### src/hdl/dmacc_defs.svh
/*
 dma channel control constants: register indices, field positions, reset values and codes.
 assumes an APB slave with a 12-bit byte address, each register one aligned word.
*/
`ifndef DMACC_DEFS_SVH
`define DMACC_DEFS_SVH

// printed offsets are register indices; byte address is four times the low ten bits of the index
`define DMACC_IDX_SRC_LO   32'h50003500
`define DMACC_IDX_SRC_HI   32'h50003502
`define DMACC_IDX_DST_LO   32'h50003504
`define DMACC_IDX_DST_HI   32'h50003506
`define DMACC_IDX_IRQ_CNT  32'h50003508
`define DMACC_IDX_LENGTH   32'h5000350a
`define DMACC_IDX_CONTROL  32'h5000350c
`define DMACC_IDX_ITEM     32'h5000350e
`define DMACC_BYTE_ADDR(i) 12'(((i) & 32'h000003ff) << 2)

`define DMACC_RST16        16'h0000
`define DMACC_RST32        32'h00000000
`define DMACC_CTL_MASK     16'h1fff
`define DMACC_CTL_ON       0
`define DMACC_CTL_BW_LO    1
`define DMACC_CTL_BW_HI    2
`define DMACC_CTL_IRQ_EN   3
`define DMACC_CTL_TRIG     4
`define DMACC_CTL_DST_INC  5
`define DMACC_CTL_SRC_INC  6
`define DMACC_CTL_CIRC     7
`define DMACC_CTL_PRIO_LO  8
`define DMACC_CTL_PRIO_HI  10
`define DMACC_CTL_IDLE     11
`define DMACC_CTL_FILL     12

`define DMACC_BW_BYTE      2'h0
`define DMACC_BW_HALF      2'h1
`define DMACC_BW_WORD      2'h2
`define DMACC_SHIFT_BYTE   2'h0
`define DMACC_SHIFT_HALF   2'h1
`define DMACC_SHIFT_WORD   2'h2

`define DMACC_NUM_CHAN     8
`define DMACC_PEERS        7
`define DMACC_CHAN_ID      3'h0
`define DMACC_NO_CHAN      3'h7
`define DMACC_ITEM_STEP    16'h0001

`endif

### src/hdl/dmacc_pkg.sv
/*
 types for the dma channel control block: fsm states, bus command and response, apb request.
 assumes the constants header is included by the design file.
*/
package dmacc_pkg;

    typedef enum logic [3:0] {
        ST_IDLE  = 4'h1,
        ST_READ  = 4'h2,
        ST_WRITE = 4'h4,
        ST_GAP   = 4'h8
    } dmacc_state_t;

    typedef struct packed {
        logic        valid;
        logic        write;
        logic [1:0]  size;
        logic [31:0] addr;
        logic [31:0] wdata;
    } dmacc_bus_cmd_t;

    typedef struct packed {
        logic        ack;
        logic [31:0] rdata;
    } dmacc_bus_rsp_t;

    typedef struct packed {
        logic        psel;
        logic        penable;
        logic        pwrite;
        logic [11:0] paddr;
        logic [31:0] pwdata;
    } dmacc_apb_req_t;

endpackage

### src/hdl/dmacc_top.sv
/*
 one dma channel: apb register file, item sequencer and the bus arbiter over eight channels.
 assumes the system bus answers each command with a one-cycle ack, and that peer channels
 present their request and priority fields synchronous to REF_CLK.
*/
`timescale 1ns/100ps
`include "dmacc_defs.svh"

module dmacc_top
    import dmacc_pkg::*;
(
    // clock and reset
    input  wire logic                           REF_CLK,
    input  wire logic                           NRST,
    // apb slave
    input  wire dmacc_apb_req_t                 APB_REQ,
    output logic [31:0]                         PRDATA,
    output logic                                PREADY,
    output logic                                PSLVERR,
    // system bus master
    output dmacc_bus_cmd_t                      BUS_CMD,
    input  wire dmacc_bus_rsp_t                 BUS_RSP,
    output logic                                BUS_LOCK,
    // peripheral request and arbitration
    input  wire logic                           PERIPH_REQ,
    input  wire logic [`DMACC_PEERS-1:0]        PEER_REQ,
    input  wire logic [3*`DMACC_PEERS-1:0]      PEER_PRIO,
    output logic [`DMACC_NUM_CHAN-1:0]          GRANT,
    // status
    output logic                                IRQ_PULSE,
    output logic                                CHAN_CLK_EN
);

    logic [15:0]    src_lo_reg;
    logic [15:0]    src_hi_reg;
    logic [15:0]    dst_lo_reg;
    logic [15:0]    dst_hi_reg;
    logic [15:0]    irq_count_match_reg;
    logic [15:0]    transfer_length_reg;
    logic [15:0]    channel_control_reg;
    logic [15:0]    channel_control_next;
    logic [15:0]    item_index_reg;
    logic [15:0]    item_index_next;
    logic [31:0]    data_reg;
    logic [31:0]    prdata_reg;
    logic           ack_reg;
    logic           err_reg;
    logic           irq_reg;
    dmacc_state_t   state_reg;
    dmacc_state_t   state_next;
    dmacc_bus_cmd_t cmd_reg;
    dmacc_bus_cmd_t cmd_next;

    // control fields
    wire       on_bit    = channel_control_reg[`DMACC_CTL_ON];
    wire [1:0] bw_field  = channel_control_reg[`DMACC_CTL_BW_HI:`DMACC_CTL_BW_LO];
    wire       irq_en    = channel_control_reg[`DMACC_CTL_IRQ_EN];
    wire       trig_mode = channel_control_reg[`DMACC_CTL_TRIG];
    wire       dst_inc   = channel_control_reg[`DMACC_CTL_DST_INC];
    wire       src_inc   = channel_control_reg[`DMACC_CTL_SRC_INC];
    wire       circ_bit  = channel_control_reg[`DMACC_CTL_CIRC];
    wire [2:0] prio_fld  = channel_control_reg[`DMACC_CTL_PRIO_HI:`DMACC_CTL_PRIO_LO];
    wire       idle_bit  = channel_control_reg[`DMACC_CTL_IDLE];
    wire       fill_bit  = channel_control_reg[`DMACC_CTL_FILL];

    // apb decode; one wait state so read data leaves a flip-flop
    wire        apb_acc  = APB_REQ.psel & APB_REQ.penable;
    wire        apb_done = apb_acc & ack_reg;
    wire [11:0] pa       = APB_REQ.paddr;
    wire        hit_slo  = pa == `DMACC_BYTE_ADDR(`DMACC_IDX_SRC_LO);
    wire        hit_shi  = pa == `DMACC_BYTE_ADDR(`DMACC_IDX_SRC_HI);
    wire        hit_dlo  = pa == `DMACC_BYTE_ADDR(`DMACC_IDX_DST_LO);
    wire        hit_dhi  = pa == `DMACC_BYTE_ADDR(`DMACC_IDX_DST_HI);
    wire        hit_cnt  = pa == `DMACC_BYTE_ADDR(`DMACC_IDX_IRQ_CNT);
    wire        hit_len  = pa == `DMACC_BYTE_ADDR(`DMACC_IDX_LENGTH);
    wire        hit_ctl  = pa == `DMACC_BYTE_ADDR(`DMACC_IDX_CONTROL);
    wire        hit_idx  = pa == `DMACC_BYTE_ADDR(`DMACC_IDX_ITEM);
    wire        hit_any  = hit_slo | hit_shi | hit_dlo | hit_dhi | hit_cnt | hit_len
                           | hit_ctl | hit_idx;
    // index is read-only: a write to it is answered with an error
    wire        bad_acc  = !hit_any | (hit_idx & APB_REQ.pwrite);
    wire        wr_en    = apb_done & APB_REQ.pwrite & !bad_acc;
    wire        wr_ctl   = wr_en & hit_ctl;
    wire [15:0] wdata16  = APB_REQ.pwdata[15:0];

    wire [15:0] rd_mux = hit_slo ? src_lo_reg :
                         hit_shi ? src_hi_reg :
                         hit_dlo ? dst_lo_reg :
                         hit_dhi ? dst_hi_reg :
                         hit_cnt ? irq_count_match_reg :
                         hit_len ? transfer_length_reg :
                         hit_ctl ? channel_control_reg :
                         hit_idx ? item_index_reg : `DMACC_RST16;

    always_ff @(posedge REF_CLK) begin
        if (!NRST) begin
            ack_reg    <= 1'b0;
            err_reg    <= 1'b0;
            prdata_reg <= `DMACC_RST32;
        end else begin
            ack_reg    <= apb_acc & !ack_reg;
            err_reg    <= apb_acc & !ack_reg & bad_acc;
            prdata_reg <= (apb_acc & !ack_reg & !APB_REQ.pwrite) ? {16'h0000, rd_mux}
                                                                 : `DMACC_RST32;
        end
    end

    assign PRDATA  = prdata_reg;
    assign PREADY  = ack_reg;
    assign PSLVERR = err_reg;

    always_ff @(posedge REF_CLK) begin
        if (!NRST) begin
            src_lo_reg          <= `DMACC_RST16;
            src_hi_reg          <= `DMACC_RST16;
            dst_lo_reg          <= `DMACC_RST16;
            dst_hi_reg          <= `DMACC_RST16;
            irq_count_match_reg <= `DMACC_RST16;
            transfer_length_reg <= `DMACC_RST16;
        end else if (wr_en) begin
            if (hit_slo) src_lo_reg <= wdata16;
            if (hit_shi) src_hi_reg <= wdata16;
            if (hit_dlo) dst_lo_reg <= wdata16;
            if (hit_dhi) dst_hi_reg <= wdata16;
            if (hit_cnt) irq_count_match_reg <= wdata16;
            if (hit_len) transfer_length_reg <= wdata16;
        end
    end

    // item sequencing
    wire        busy      = (state_reg == ST_READ) | (state_reg == ST_WRITE);
    wire        bus_ack   = BUS_RSP.ack & busy;
    wire        store_ack = bus_ack & (state_reg == ST_WRITE);
    wire        last_item = item_index_reg == transfer_length_reg;
    wire        restart   = circ_bit & trig_mode;
    wire        trig_ok   = !trig_mode | PERIPH_REQ;
    // a request trigger paces each item itself, so idle insertion has no meaning there
    wire        blocking  = fill_bit | (!trig_mode & !idle_bit);
    wire        insert_gap = !trig_mode & idle_bit & !fill_bit;
    wire        chan_req  = on_bit & (busy | trig_ok);
    wire        hold_self = busy;
    wire        irq_hit   = store_ack & irq_en & (irq_count_match_reg == item_index_reg);
    wire [1:0]  shift     = (bw_field == `DMACC_BW_HALF) ? `DMACC_SHIFT_HALF :
                            (bw_field == `DMACC_BW_WORD) ? `DMACC_SHIFT_WORD :
                            `DMACC_SHIFT_BYTE;
    logic       grant_self;

    function automatic logic [31:0] item_addr(input logic [31:0] start, input logic inc,
                                              input logic [15:0] idx, input logic [1:0] sh);
        logic [31:0] off;
        off = {16'h0000, idx} << sh;
        item_addr = inc ? start + off : start;
    endfunction

    always_comb begin
        state_next      = state_reg;
        item_index_next = item_index_reg;
        case (state_reg)
            ST_IDLE: begin
                if (on_bit & trig_ok & grant_self)
                    state_next = (fill_bit & (item_index_reg != `DMACC_RST16)) ? ST_WRITE
                                                                             : ST_READ;
            end
            ST_READ: begin
                if (bus_ack)
                    state_next = ST_WRITE;
            end
            ST_WRITE: begin
                if (store_ack) begin
                    if (last_item) begin
                        item_index_next = `DMACC_RST16;
                        state_next      = ST_IDLE;
                    end else begin
                        item_index_next = item_index_reg + `DMACC_ITEM_STEP;
                        state_next      = fill_bit    ? ST_WRITE :
                                          blocking    ? ST_READ  :
                                          insert_gap  ? ST_GAP   : ST_IDLE;
                    end
                end
            end
            ST_GAP: state_next = ST_IDLE;
            default: state_next = ST_IDLE;
        endcase
        // a switched-off channel abandons its item and forgets its position
        if (!on_bit) begin
            state_next      = ST_IDLE;
            item_index_next = `DMACC_RST16;
        end
    end

    // software writing the on bit wins over the automatic clear in the same cycle
    always_comb begin
        channel_control_next = channel_control_reg;
        if (store_ack & last_item & !restart)
            channel_control_next[`DMACC_CTL_ON] = 1'b0;
        if (wr_ctl)
            channel_control_next = wdata16 & `DMACC_CTL_MASK;
    end

    always_comb begin
        cmd_next       = '0;
        cmd_next.size  = bw_field;
        cmd_next.wdata = data_reg;
        if (state_next == ST_READ) begin
            cmd_next.valid = 1'b1;
            cmd_next.addr  = item_addr({src_hi_reg, src_lo_reg}, src_inc, item_index_next, shift);
        end else if (state_next == ST_WRITE) begin
            cmd_next.valid = 1'b1;
            cmd_next.write = 1'b1;
            cmd_next.addr  = item_addr({dst_hi_reg, dst_lo_reg}, dst_inc, item_index_next, shift);
            if (bus_ack & (state_reg == ST_READ))
                cmd_next.wdata = BUS_RSP.rdata;
        end
    end

    always_ff @(posedge REF_CLK) begin
        if (!NRST) begin
            state_reg           <= ST_IDLE;
            item_index_reg      <= `DMACC_RST16;
            channel_control_reg <= `DMACC_RST16;
            data_reg            <= `DMACC_RST32;
            cmd_reg             <= '0;
            irq_reg             <= 1'b0;
        end else begin
            state_reg           <= state_next;
            item_index_reg      <= item_index_next;
            channel_control_reg <= channel_control_next;
            cmd_reg             <= cmd_next;
            irq_reg             <= irq_hit;
            if (bus_ack & (state_reg == ST_READ))
                data_reg <= BUS_RSP.rdata;
        end
    end

    assign BUS_CMD     = cmd_reg;
    assign IRQ_PULSE   = irq_reg;
    assign CHAN_CLK_EN = on_bit;
    assign BUS_LOCK    = on_bit & busy & blocking;

    // arbiter: scan from the top channel down; >= lets a lower number take a tie
    wire [`DMACC_NUM_CHAN-1:0]   all_req  = {PEER_REQ, chan_req & (state_reg == ST_IDLE)};
    wire [3*`DMACC_NUM_CHAN-1:0] all_prio = {PEER_PRIO, prio_fld};
    logic [`DMACC_NUM_CHAN:0]    win_valid;
    logic [2:0]                  win_prio [0:`DMACC_NUM_CHAN];
    logic [2:0]                  win_id   [0:`DMACC_NUM_CHAN];
    assign win_valid[`DMACC_NUM_CHAN] = 1'b0;
    assign win_prio[`DMACC_NUM_CHAN]  = 3'h0;
    assign win_id[`DMACC_NUM_CHAN]    = `DMACC_NO_CHAN;

    genvar gi;
    generate
        for (gi = 0; gi < `DMACC_NUM_CHAN; gi = gi + 1) begin : g_arb
            wire [2:0] p    = all_prio[3*gi +: 3];
            wire       take = all_req[gi] & (!win_valid[gi+1] | (p >= win_prio[gi+1]));
            assign win_valid[gi] = take | win_valid[gi+1];
            assign win_prio[gi]  = take ? p : win_prio[gi+1];
            assign win_id[gi]    = take ? 3'(gi) : win_id[gi+1];
            assign GRANT[gi]     = hold_self ? (3'(gi) == `DMACC_CHAN_ID)
                                             : (win_valid[0] & (win_id[0] == 3'(gi)));
        end
    endgenerate

    assign grant_self = GRANT[`DMACC_CHAN_ID];

    // checks
    logic peer_higher;
    always_comb begin
        peer_higher = 1'b0;
        for (int k = 0; k < `DMACC_PEERS; k++)
            if (PEER_REQ[k] & (PEER_PRIO[3*k +: 3] > prio_fld))
                peer_higher = 1'b1;
    end
endmodule // dmacc_top

### config.mk
export PLATFORM = sky130hd
export DESIGN_NAME = dmacc_top
export DESIGN_NICKNAME = d
export VERILOG_FILES = /design/src/hdl/dmacc_pkg.sv /design/src/hdl/dmacc_top.sv
export VERILOG_INCLUDE_DIRS = /design/src /design/src/hdl
export SDC_FILE = /design/constraint.sdc
export NUM_CORES = 1
export LEC_CHECK = 0
export ABC_CLOCK_PERIOD_IN_PS = 15500
export CORE_UTILIZATION = 55
export DETAILED_ROUTE_END_ITERATION = 6
export DONT_BUFFER_PORTS = 1
export GPL_TIMING_DRIVEN = 0
export PLACE_DENSITY = 0.7
export REMOVE_ABC_BUFFERS = 1
export SLEW_MARGIN = 10
export SYNTH_ARGS = -nofsm -noshare
export SYNTH_HDL_FRONTEND = slang
export SYNTH_SLANG_ARGS = --single-unit
### constraint.sdc
create_clock -name REF_CLK -period 15.5 [get_ports REF_CLK]
set_clock_uncertainty 0.1 [all_clocks]
set_input_delay 1.55 -clock REF_CLK [delete_from_list [all_inputs] [get_ports REF_CLK]]
set_output_delay 1.55 -clock REF_CLK [all_outputs]
set_load 0.05 [all_outputs]
---- Yosys cells after proc, flatten, opt, wreduce, memory -nomap -nowiden ----
Cells that the tools add are included.
storage, ports and cells
  register bits after elaboration ......... 264
  input port bits ......................... 111
  word-level logic and storage cells ...... 207
operators by class
  add/subtract/negate cells ............... 3
  order comparisons ....................... 7
  equality and inequality tests ........... 24
  shift operators ......................... 1
  mux-type cells .......................... 56
  bitwise operators ....................... 69
  reduce and logical (&&, ||, !) cells .... 26
operators with widths
  kind                                                               number
  16-bit 2-to-1 mux                                                  12
  32-bit 2-to-1 mux                                                  5
  12-bit by 11-bit == test with 1-bit output, second input constant  8
  32-bit adder                                                       2
  64-bit 2-to-1 mux                                                  1
  1-bit bitwise AND                                                  42
  3-bit 2-to-1 mux                                                   14
  16-bit == test                                                     2
  4-bit 2-to-1 mux                                                   8
  16-bit by 2-bit << shifter with 32-bit output                      1
  1-bit OR                                                           26
  3-bit greater-or-equal comparator                                  7
  16-bit by 1-bit adder with 16-bit output, second input constant    1
  16-bit nonzero test                                                1
  1-bit logical NOT                                                  15
  2-bit AND reduction                                                7
  3-bit == test, second input constant                               4
  1-bit 2-to-1 mux                                                   12
  4-bit case mux with 3 select lines                                 1
  4-bit by 2-bit == test with 1-bit output, second input constant    2
  4-bit by 3-bit == test with 1-bit output, second input constant    2
  3-bit by 2-bit == test with 1-bit output, second input constant    2
  2-bit 2-to-1 mux                                                   3
  4-bit by 1-bit == test with 1-bit output, second input constant    1
  7 further kinds                                                    7

---- Longest topological paths before layout ----
Gate-level depths: netlist of run 1.
  word-level depth ........................ 39
  gate-level depth with buffers ........... 51

---- Least setup slack after synthesis of run 1 ----
No wires, ideal clock.
  path type ............................... input to output
  start point ............................. input PEER_PRIO[18]
  end point ............................... output GRANT[7]
  arrival ................................. 12.680 ns
  required time ........................... 13.850 ns
  path slack .............................. 1.170 ns
  stages on the path ...................... 47
  path buffers ............................ 2
  cells stage by stage .................... and2_1 ha_1 nand2b_1 a21oi_1 o21ai_1 a21bo_2 nand2_1 ha_1 nand2b_1 a21o_1 a211o_1 nand2_1 a31oi_1 ha_1 nand2b_1 a21oi_1 nor2b_1 o31a_1 [... 11 more ...] ha_1 a21oi_1 nor2b_1 o31ai_1 mux2_2 ha_1 nand2b_1 a21oi_1 nor2b_1 o31ai_2 mux2_2 ha_1 nor2b_1 o21ai_0 o21ai_1 nand3_1 nand4b_1 a2111oi_0
between the ends
  word-level cells in the longest chain between the ends .. 32
  elaborated cells on any way between the ends .. 51
  classes of those cells .................. 7 x order compare; 1 x eq/ne; 15 x mux; 22 x bitwise; 6 x reduce/logical
ends and longest elaborated chain
  item                                                                    RTL line                            text
  start: declaration                                                      dmacc_top.sv:27                     input wire logic [3*`DMACC_PEERS-1:0] PEER_PRIO,
  3-bit 2-to-1 mux (*)                                                    dmacc_top.sv:256                    assign win_prio[gi] = take ? p : win_prio[gi+1];
  3-bit greater-or-equal comparator                                       dmacc_top.sv:254                    wire take = all_req[gi] & (!win_valid[gi+1] | (p >= win_prio[gi+1]));
  1-bit OR                                                                dmacc_top.sv:254
  1-bit bitwise AND                                                       dmacc_top.sv:254
  3-bit 2-to-1 mux or 1-bit OR (tied branches)                            dmacc_top.sv:256, dmacc_top.sv:255
  3-bit greater-or-equal comparator or 1-bit logical NOT (tied branches)  dmacc_top.sv:254
  1-bit OR                                                                dmacc_top.sv:254
  1-bit bitwise AND                                                       dmacc_top.sv:254
  [... 16 more ...]                                                       n/a
  3-bit 2-to-1 mux or 1-bit OR (tied branches)                            dmacc_top.sv:256, dmacc_top.sv:255
  3-bit greater-or-equal comparator or 1-bit logical NOT (tied branches)  dmacc_top.sv:254
  1-bit OR                                                                dmacc_top.sv:254
  1-bit bitwise AND                                                       dmacc_top.sv:254
  3-bit 2-to-1 mux                                                        dmacc_top.sv:257                    assign win_id[gi] = take ? 3'(gi) : win_id[gi+1];
  3-bit == test                                                           dmacc_top.sv:259                    : (win_valid[0] & (win_id[0] == 3'(gi)));
  1-bit bitwise AND (*)                                                   dmacc_top.sv:259
  1-bit 2-to-1 mux (*)                                                    dmacc_top.sv:258                    assign GRANT[gi] = hold_self ? (3'(gi) == `DMACC_CHAN_ID)
  end: declaration                                                        dmacc_top.sv:28                     output logic [`DMACC_NUM_CHAN-1:0] GRANT,
Every way passes the cells marked *; elsewhere a longest branch is shown, timed or not.

---- Worst setup path in the final report of run 1 ----
  start point ............................. input PEER_PRIO[18]
  end point ............................... output GRANT[5]
Same word-level chain as after synthesis.

==> flow_metrics.env, run 1 <==
export IMPL_netlist_area_mm2=0.0143
export IMPL_clk_path_buf_depth=3
export IMPL_leakage_nw=5.27
export IMPL_wl_per_cell_um=21.0
export IMPL_startpoint="PEER_PRIO[18]"
export IMPL_fin_crit_sh_pct=92.6
export IMPL_start_util_pct=56.4
export IMPL_met3_length_mm=4.64
export IMPL_cp_arrival_ps=12700
export IMPL_yosys_top_cells_count="nand2_1, dfxtp_1, a21oi_1"
export IMPL_min_path_cells=2
export IMPL_fin_hold_ws_ps=354
export IMPL_drc_errors=0
export IMPL_pin_count=224
export IMPL_async_reset_ff_share_pct=0
export IMPL_htreeDepth=1
export IMPL_status="finished, final reports clean"
export IMPL_antenna_found_initial=1
export IMPL_grt_max_degree=96
export IMPL_total_power_mw=1.39
export IMPL_worst_pin_slew_ps=1250
export IMPL_finalHoldViolCount=0
export IMPL_worst_setup_path_end_kind="output pin"
export IMPL_drt_iter0_markers=1671
export IMPL_yosysTopAreaCellShare_pct=34.6
export IMPL_vdd_drop_max_mv=0.0904
export IMPL_avgViaCountPerCell=6.26
export IMPL_largest_reg_flops=68
export IMPL_r2r_setup_slack_ps=9370
export IMPL_highest_layer="met4"
export IMPL_yosysUniqueCellTypes=85
export IMPL_postCtsSetupBuffers=0
export IMPL_drt_total_wl_mm=44.8
export IMPL_fin_nets=1958
export IMPL_antenna_left=0
export IMPL_met1_length_mm=18.8
export IMPL_r2r_start="item_index_reg[2]"
export IMPL_drv_cap=0
export IMPL_synth_most_common_cell="nand2_1"
export IMPL_die_y_um=163
export IMPL_dr_pass1_iters=5
export IMPL_n_antenna_cell=0
export IMPL_cts_hold_buf=0
export IMPL_area_delta_synth_final_pct=6.48
export IMPL_grt_pass1_wl_mm=68.8
export IMPL_clk_latency_ps=540
export IMPL_drive_above_1_share_pct=5.82
export IMPL_crit_type="input pin to output pin"
export IMPL_synth_main_ff_cell="dfxtp_1"
export IMPL_startpoint_type="input pin"
export IMPL_slowest_delay_ps=760
export IMPL_dieArea_mm2=0.0267
export IMPL_cts_sinks=248
export IMPL_die_width_um=163
export IMPL_rows=58
export IMPL_cts_tree="yes"
export IMPL_required_ps=13850
export IMPL_crit_fanout=13
export IMPL_synth_edff_count=0
export IMPL_critPathCapture="GRANT[5]"
export IMPL_powerDensity_mw_per_mm2=91.2
export IMPL_rsz0062_at_grt="false"
export IMPL_syn_area_per_cell_um2=7.70
export IMPL_grt_usage_pct=33.3
export IMPL_setup_viol=0
export IMPL_maxSlewViolCount=0
export IMPL_synthTopCellsByArea="dfxtp_1, nand2_1, a21oi_1"
export IMPL_rr_endpoint="BUS_CMD[56]"
export IMPL_ctsResizeCount=0
export IMPL_grt_pass1_vias=12300
export IMPL_clock_root_buffer="clkbuf_16"
export IMPL_dp_hpwl_mm=32.4
export IMPL_clock_fmax_ghz=0.0697
export IMPL_synth_top_area_cell="dfxtp_1"
export IMPL_hp_class="register to register"
export IMPL_core_mm2=0.0254
export IMPL_gp_congestion=0.923
export IMPL_wl_met2_mm=19.6
export IMPL_worstRegToRegCells=16
export IMPL_vias=13400
export IMPL_port_buffers=0
export IMPL_period_needed_ps=14350
export IMPL_ys_seq_area_share_pct=34.6
export IMPL_cts_clk_slew_worst_paths_ps=60
export IMPL_numCtsBuffers=27
export IMPL_slew_headroom_pct=16.7
export IMPL_grt_remaining_overflow=0
export IMPL_fin_setup_tns_ps=0
export IMPL_crit_slowest_cell="nor2b_1"
export IMPL_yosysWarnings=0
export IMPL_postSynthCellCount=1862
export IMPL_synth_seq_cells=248
## per-stage QoR
stage / util, % / setup slack (ps) / area [µm²] / std cells
CTS: 60.0 / 444 / 15200 / 2133
floorplan: - / 886 / 13700 / 1746
detailed placement: 56.4 / 505 / 14300 / 2085
global route: 60.1 / 246 / 15300 / 2133
finish: 60.1 / 1150 / 15300 / 2133
global placement: 55.7 / -696 / 14200 / 2076
## worst min path at each step
stage                        start        endpoint  slack (ps)
global route          data_reg[22]     BUS_CMD[22]         370
global placement    src_hi_reg[15]  src_hi_reg[15]         340
CTS                   data_reg[25]    data_reg[25]         360
detailed placement     data_reg[2]     data_reg[2]         350
floorplan           src_hi_reg[15]  src_hi_reg[15]         340
finish                data_reg[25]    data_reg[25]         350
## final cells by class
class	count	area (µm²)
clock buffer	40	805
clock inverter	8	96.3
fill	2289	10100
inverter	38	148
multi-input combinational	1460	8720
sequential	248	4970
tap	330	413
timing repair buffer	9	114
## cell families (layout without fill, tap and decap cells)
kind of cell	after synthesis	after routing	synth area share [%]
flip-flops	248	248	34.6
XOR/XNOR	93	93	5.74
other	1	18	0.0262
adder cells (fa/ha/maj)	63	63	5.61
AO/OA/AOI/OAI	514	514	22.0
multiplexers	54	54	3.83
AND/OR/NAND/NOR	718	718	22.6
buffers and inverters	171	95	5.54
## critical path, delay by kind of cell
family / cells / cell delay [ps]
AOI/OAI and AO/OA: 19 / 5470
adders and majority gates: 7 / 1840
muxes: 1 / 410
and+or+nand+nor: 20 / 3440
## cell usage in the layout, fill, tap and decap left out, types with 5 or more instances in the layout
| cell type | Yosys | routed |
|---|---|---|
| nand3_1 | 34 | 34 |
| a22oi_1 | 31 | 31 |
| mux2i_1 | 47 | 47 |
| nand2_1 | 382 | 380 |
| or2_2 | 6 | 6 |
| conb_1 | 1 | 18 |
| or3_1 | 5 | 5 |
| clkbuf_16 | 0 | 27 |
| o211ai_1 | 25 | 25 |
| clkbuf_1 | 75 | 5 |
| and3_1 | 13 | 13 |
| o21ai_0 | 67 | 66 |
| o21ai_1 | 9 | 9 |
| a211o_1 | 6 | 6 |
| nand4_1 | 17 | 17 |
| o21a_1 | 7 | 7 |
| nor4_1 | 9 | 8 |
| xor2_1 | 27 | 27 |
| clkbuf_8 | 0 | 8 |
| nor3_1 | 36 | 31 |
| inv_1 | 37 | 37 |
| ha_1 | 61 | 61 |
| mux2_2 | 7 | 7 |
| a31oi_1 | 12 | 12 |
| nor3_2 | 0 | 5 |
| a21oi_1 | 230 | 230 |
| nor2_1 | 129 | 128 |
| xnor2_1 | 65 | 65 |
| and2_1 | 12 | 11 |
| o22ai_1 | 32 | 32 |
| a211oi_1 | 17 | 17 |
| nor2b_1 | 14 | 14 |
| nor4b_1 | 6 | 5 |
| a221oi_1 | 14 | 14 |
| a21o_1 | 18 | 18 |
| dfxtp_1 | 248 | 246 |
| nand2b_1 | 27 | 27 |
## power breakdown
group | switching, mW | leakage (nW) | internal [mW]
registers | 0.000856 | 2.00 | 0.638
logic | 0.0695 | 2.83 | 0.0322
clock network | 0.262 | 0.444 | 0.390
## layer usage
metal	track usage, %	vias to the layer above
met3	6.35	98
met1	45.4	6223
met5	0	-
met4	13.7	0
li1	-	6339
met2	51.2	693
Note: power is estimated with default switching activity, not from simulation.
==> run 2: changes to the inputs <==
--- a/config.mk
+++ b/config.mk
@@ -7,11 +7,11 @@
 export NUM_CORES = 1
 export LEC_CHECK = 0
 export ABC_CLOCK_PERIOD_IN_PS = 15500
-export CORE_UTILIZATION = 55
+export CORE_UTILIZATION = 65
 export DETAILED_ROUTE_END_ITERATION = 6
 export DONT_BUFFER_PORTS = 1
 export GPL_TIMING_DRIVEN = 0
-export PLACE_DENSITY = 0.7
+export PLACE_DENSITY = 0.81
 export REMOVE_ABC_BUFFERS = 1
 export SLEW_MARGIN = 10
 export SYNTH_ARGS = -nofsm -noshare
==> flow_metrics.env, run 2 (synthesized netlist as in run 1, its figures left out) <==
export IMPL_cts_clk_slew_worst_paths_ps=60
export IMPL_worst_slack_ps=1050
export IMPL_pin_count=224
export IMPL_seqPwrFrac_pct=47.5
export IMPL_vias=13600
export IMPL_cts_hold_buf=0
export IMPL_rsz0062_at_grt="false"
export IMPL_core_mm2=0.0213
export IMPL_dp_hpwl_mm=31.1
export IMPL_startpoint="PEER_PRIO[18]"
export IMPL_worst_pin_slew_ps=1330
export IMPL_die_width_um=150
export IMPL_slowest_delay_ps=770
export IMPL_drive_above_1_share_pct=5.71
export IMPL_status="finished, final reports clean"
export IMPL_port_buffers=0
export IMPL_grt_pass1_wl_mm=66.3
export IMPL_sw_frac_of_total_pct=24.3
export IMPL_p_clk_share_pct=45.1
export IMPL_fin_nets=1960
export IMPL_crit_fanout=13
export IMPL_finalHoldViolCount=0
export IMPL_fin_area_mm2=0.0151
export IMPL_htreeDepth=1
export IMPL_hp_class="register to register"
export IMPL_intPower_mw=1.02
export IMPL_wl_per_cell_um=21.0
export IMPL_path_buf_inv=0
export IMPL_cpLargestDelayFamily="compound AO/OA/AOI/OAI gates"
export IMPL_fin_crit_sh_pct=93.2
export IMPL_maxSlewViolCount=0
export IMPL_clk_latency_ps=540
export IMPL_antenna_found_initial=0
export IMPL_period_needed_ps=14450
export IMPL_n_antenna_cell=0
export IMPL_grt_pass1_vias=12200
export IMPL_drt_total_wl_mm=43.7
export IMPL_final_core_util_pct=71.0
export IMPL_avgViaCountPerCell=6.54
export IMPL_cp_arrival_ps=12800
export IMPL_rows=53
export IMPL_numCtsBuffers=26
export IMPL_area_delta_synth_final_pct=5.53
export IMPL_gp_congestion=0.988
export IMPL_r2r_start="item_index_reg[10]"
export IMPL_setup_viol=0
export IMPL_crit_type="input pin to output pin"
export IMPL_leakage_nw=5.24
export IMPL_clock_fmax_ghz=0.0692
export IMPL_combPwrFrac_pct=7.5
export IMPL_required_ps=13850
export IMPL_die_y_um=150
export IMPL_final_common_cell="nand2_1"
export IMPL_clock_root_buffer="clkbuf_16"
export IMPL_drc_errors=0
export IMPL_worst_setup_path_end_kind="output pin"
export IMPL_layout_common_cells="nand2_1, dfxtp_1, a21oi_1, nor2_1, o21ai_0"
export IMPL_grt_remaining_overflow=0
export IMPL_r2r_setup_slack_ps=9420
export IMPL_grt_max_degree=99
export IMPL_worstRegToRegCells=16
export IMPL_drt_iter0_markers=1495
export IMPL_clk_path_buf_depth=3
export IMPL_rr_endpoint="BUS_CMD[58]"
export IMPL_critical_path_depth=45
export IMPL_powerDensity_mw_per_mm2=88.9
export IMPL_dr_pass1_iters=6
export IMPL_slew_headroom_pct=11.2
export IMPL_ctsResizeCount=0
export IMPL_largest_reg_flops=68
export IMPL_switching_power_uw=327
export IMPL_place_ws_ps=798
export IMPL_dieArea_mm2=0.0226
export IMPL_fin_setup_tns_ps=0
export IMPL_critPathCapture="GRANT[5]"
export IMPL_crit_slowest_cell="nor2b_1"
export IMPL_antenna_left=0
export IMPL_startpoint_type="input pin"
export IMPL_postCtsSetupBuffers=0
export IMPL_vdd_drop_max_mv=0.0864
export IMPL_cts_tree="yes"
export IMPL_start_util_pct=67.3
export IMPL_placed_cell_area_mm2=0.0143
export IMPL_cts_sinks=248
export IMPL_grt_usage_pct=37.8
export IMPL_min_path_cells=2
export IMPL_drv_cap=0
## run 2: cell count changes in the layout (fill, tap and decap cells not counted), moves of 2 or more
cell        before  now
clkinvlp_4       1    3
clkbuf_8         8    3
clkinv_2         4    7
buf_4            2    5
buf_2            2    0
buf_8            0    2
## run 2: worst register-to-register path: cells and delay by family, from the launching register on
kind	cells	cell delay, ps
adders and majority gates	1	420
AOI/OAI and AO/OA	10	3430
DFF	1	550
and+or+nand+nor	3	1000
xor gates and xnor gates	2	430
## run 2: how the worst min path moves through the flow
stage                        start        endpoint  slack (ps)
floorplan           src_hi_reg[15]  src_hi_reg[15]         340
global placement       data_reg[1]     data_reg[1]         340
detailed placement    data_reg[11]    data_reg[11]         350
CTS                    data_reg[9]      BUS_CMD[9]         350
global route          data_reg[19]     BUS_CMD[19]         370
finish                 data_reg[4]     data_reg[4]         350
## run 2: power by group through the flow
stage / Sequential [mW] / Combinational (mW) / Clock, mW
2_1_floorplan: 0.653 / 0.0815 / 0
3_3_place_gp: 0.653 / 0.0931 / 0
3_5_place_dp: 0.653 / 0.0996 / 0
4_1_cts: 0.638 / 0.0999 / 0.607
5_1_grt: 0.638 / 0.111 / 0.633
6_report: 0.638 / 0.101 / 0.606
## run 2: area by class of cell
| class | count | area (µm²) |
|---|---|---|
| Clock buffer | 35 | 736 |
| Clock inverter | 11 | 87.6 |
| Fill cell | 1740 | 6160 |
| Inverter | 38 | 148 |
| Multi-Input combinational cell | 1460 | 8690 |
| Sequential cell | 248 | 4970 |
| Tap cell | 275 | 344 |
| Timing Repair Buffer | 12 | 149 |
## run 2: through the flow
step / std cells / total power [mW] / hold slack [ps]
4_1_cts: 2078 / 1.35 / 353
6_report: 2079 / 1.34 / 352
2_1_floorplan: 1746 / 0.734 / 336
5_1_grt: 2079 / 1.38 / 368
3_5_place_dp: 2032 / 0.752 / 348
3_3_place_gp: 2021 / 0.746 / 342
## run 2: metal layers
metal,GRT usage (%),share of wire (%)
met5,0,0
met4,16.7,4.6
met3,7.12,11
met2,59.5,44
met1,50.1,40
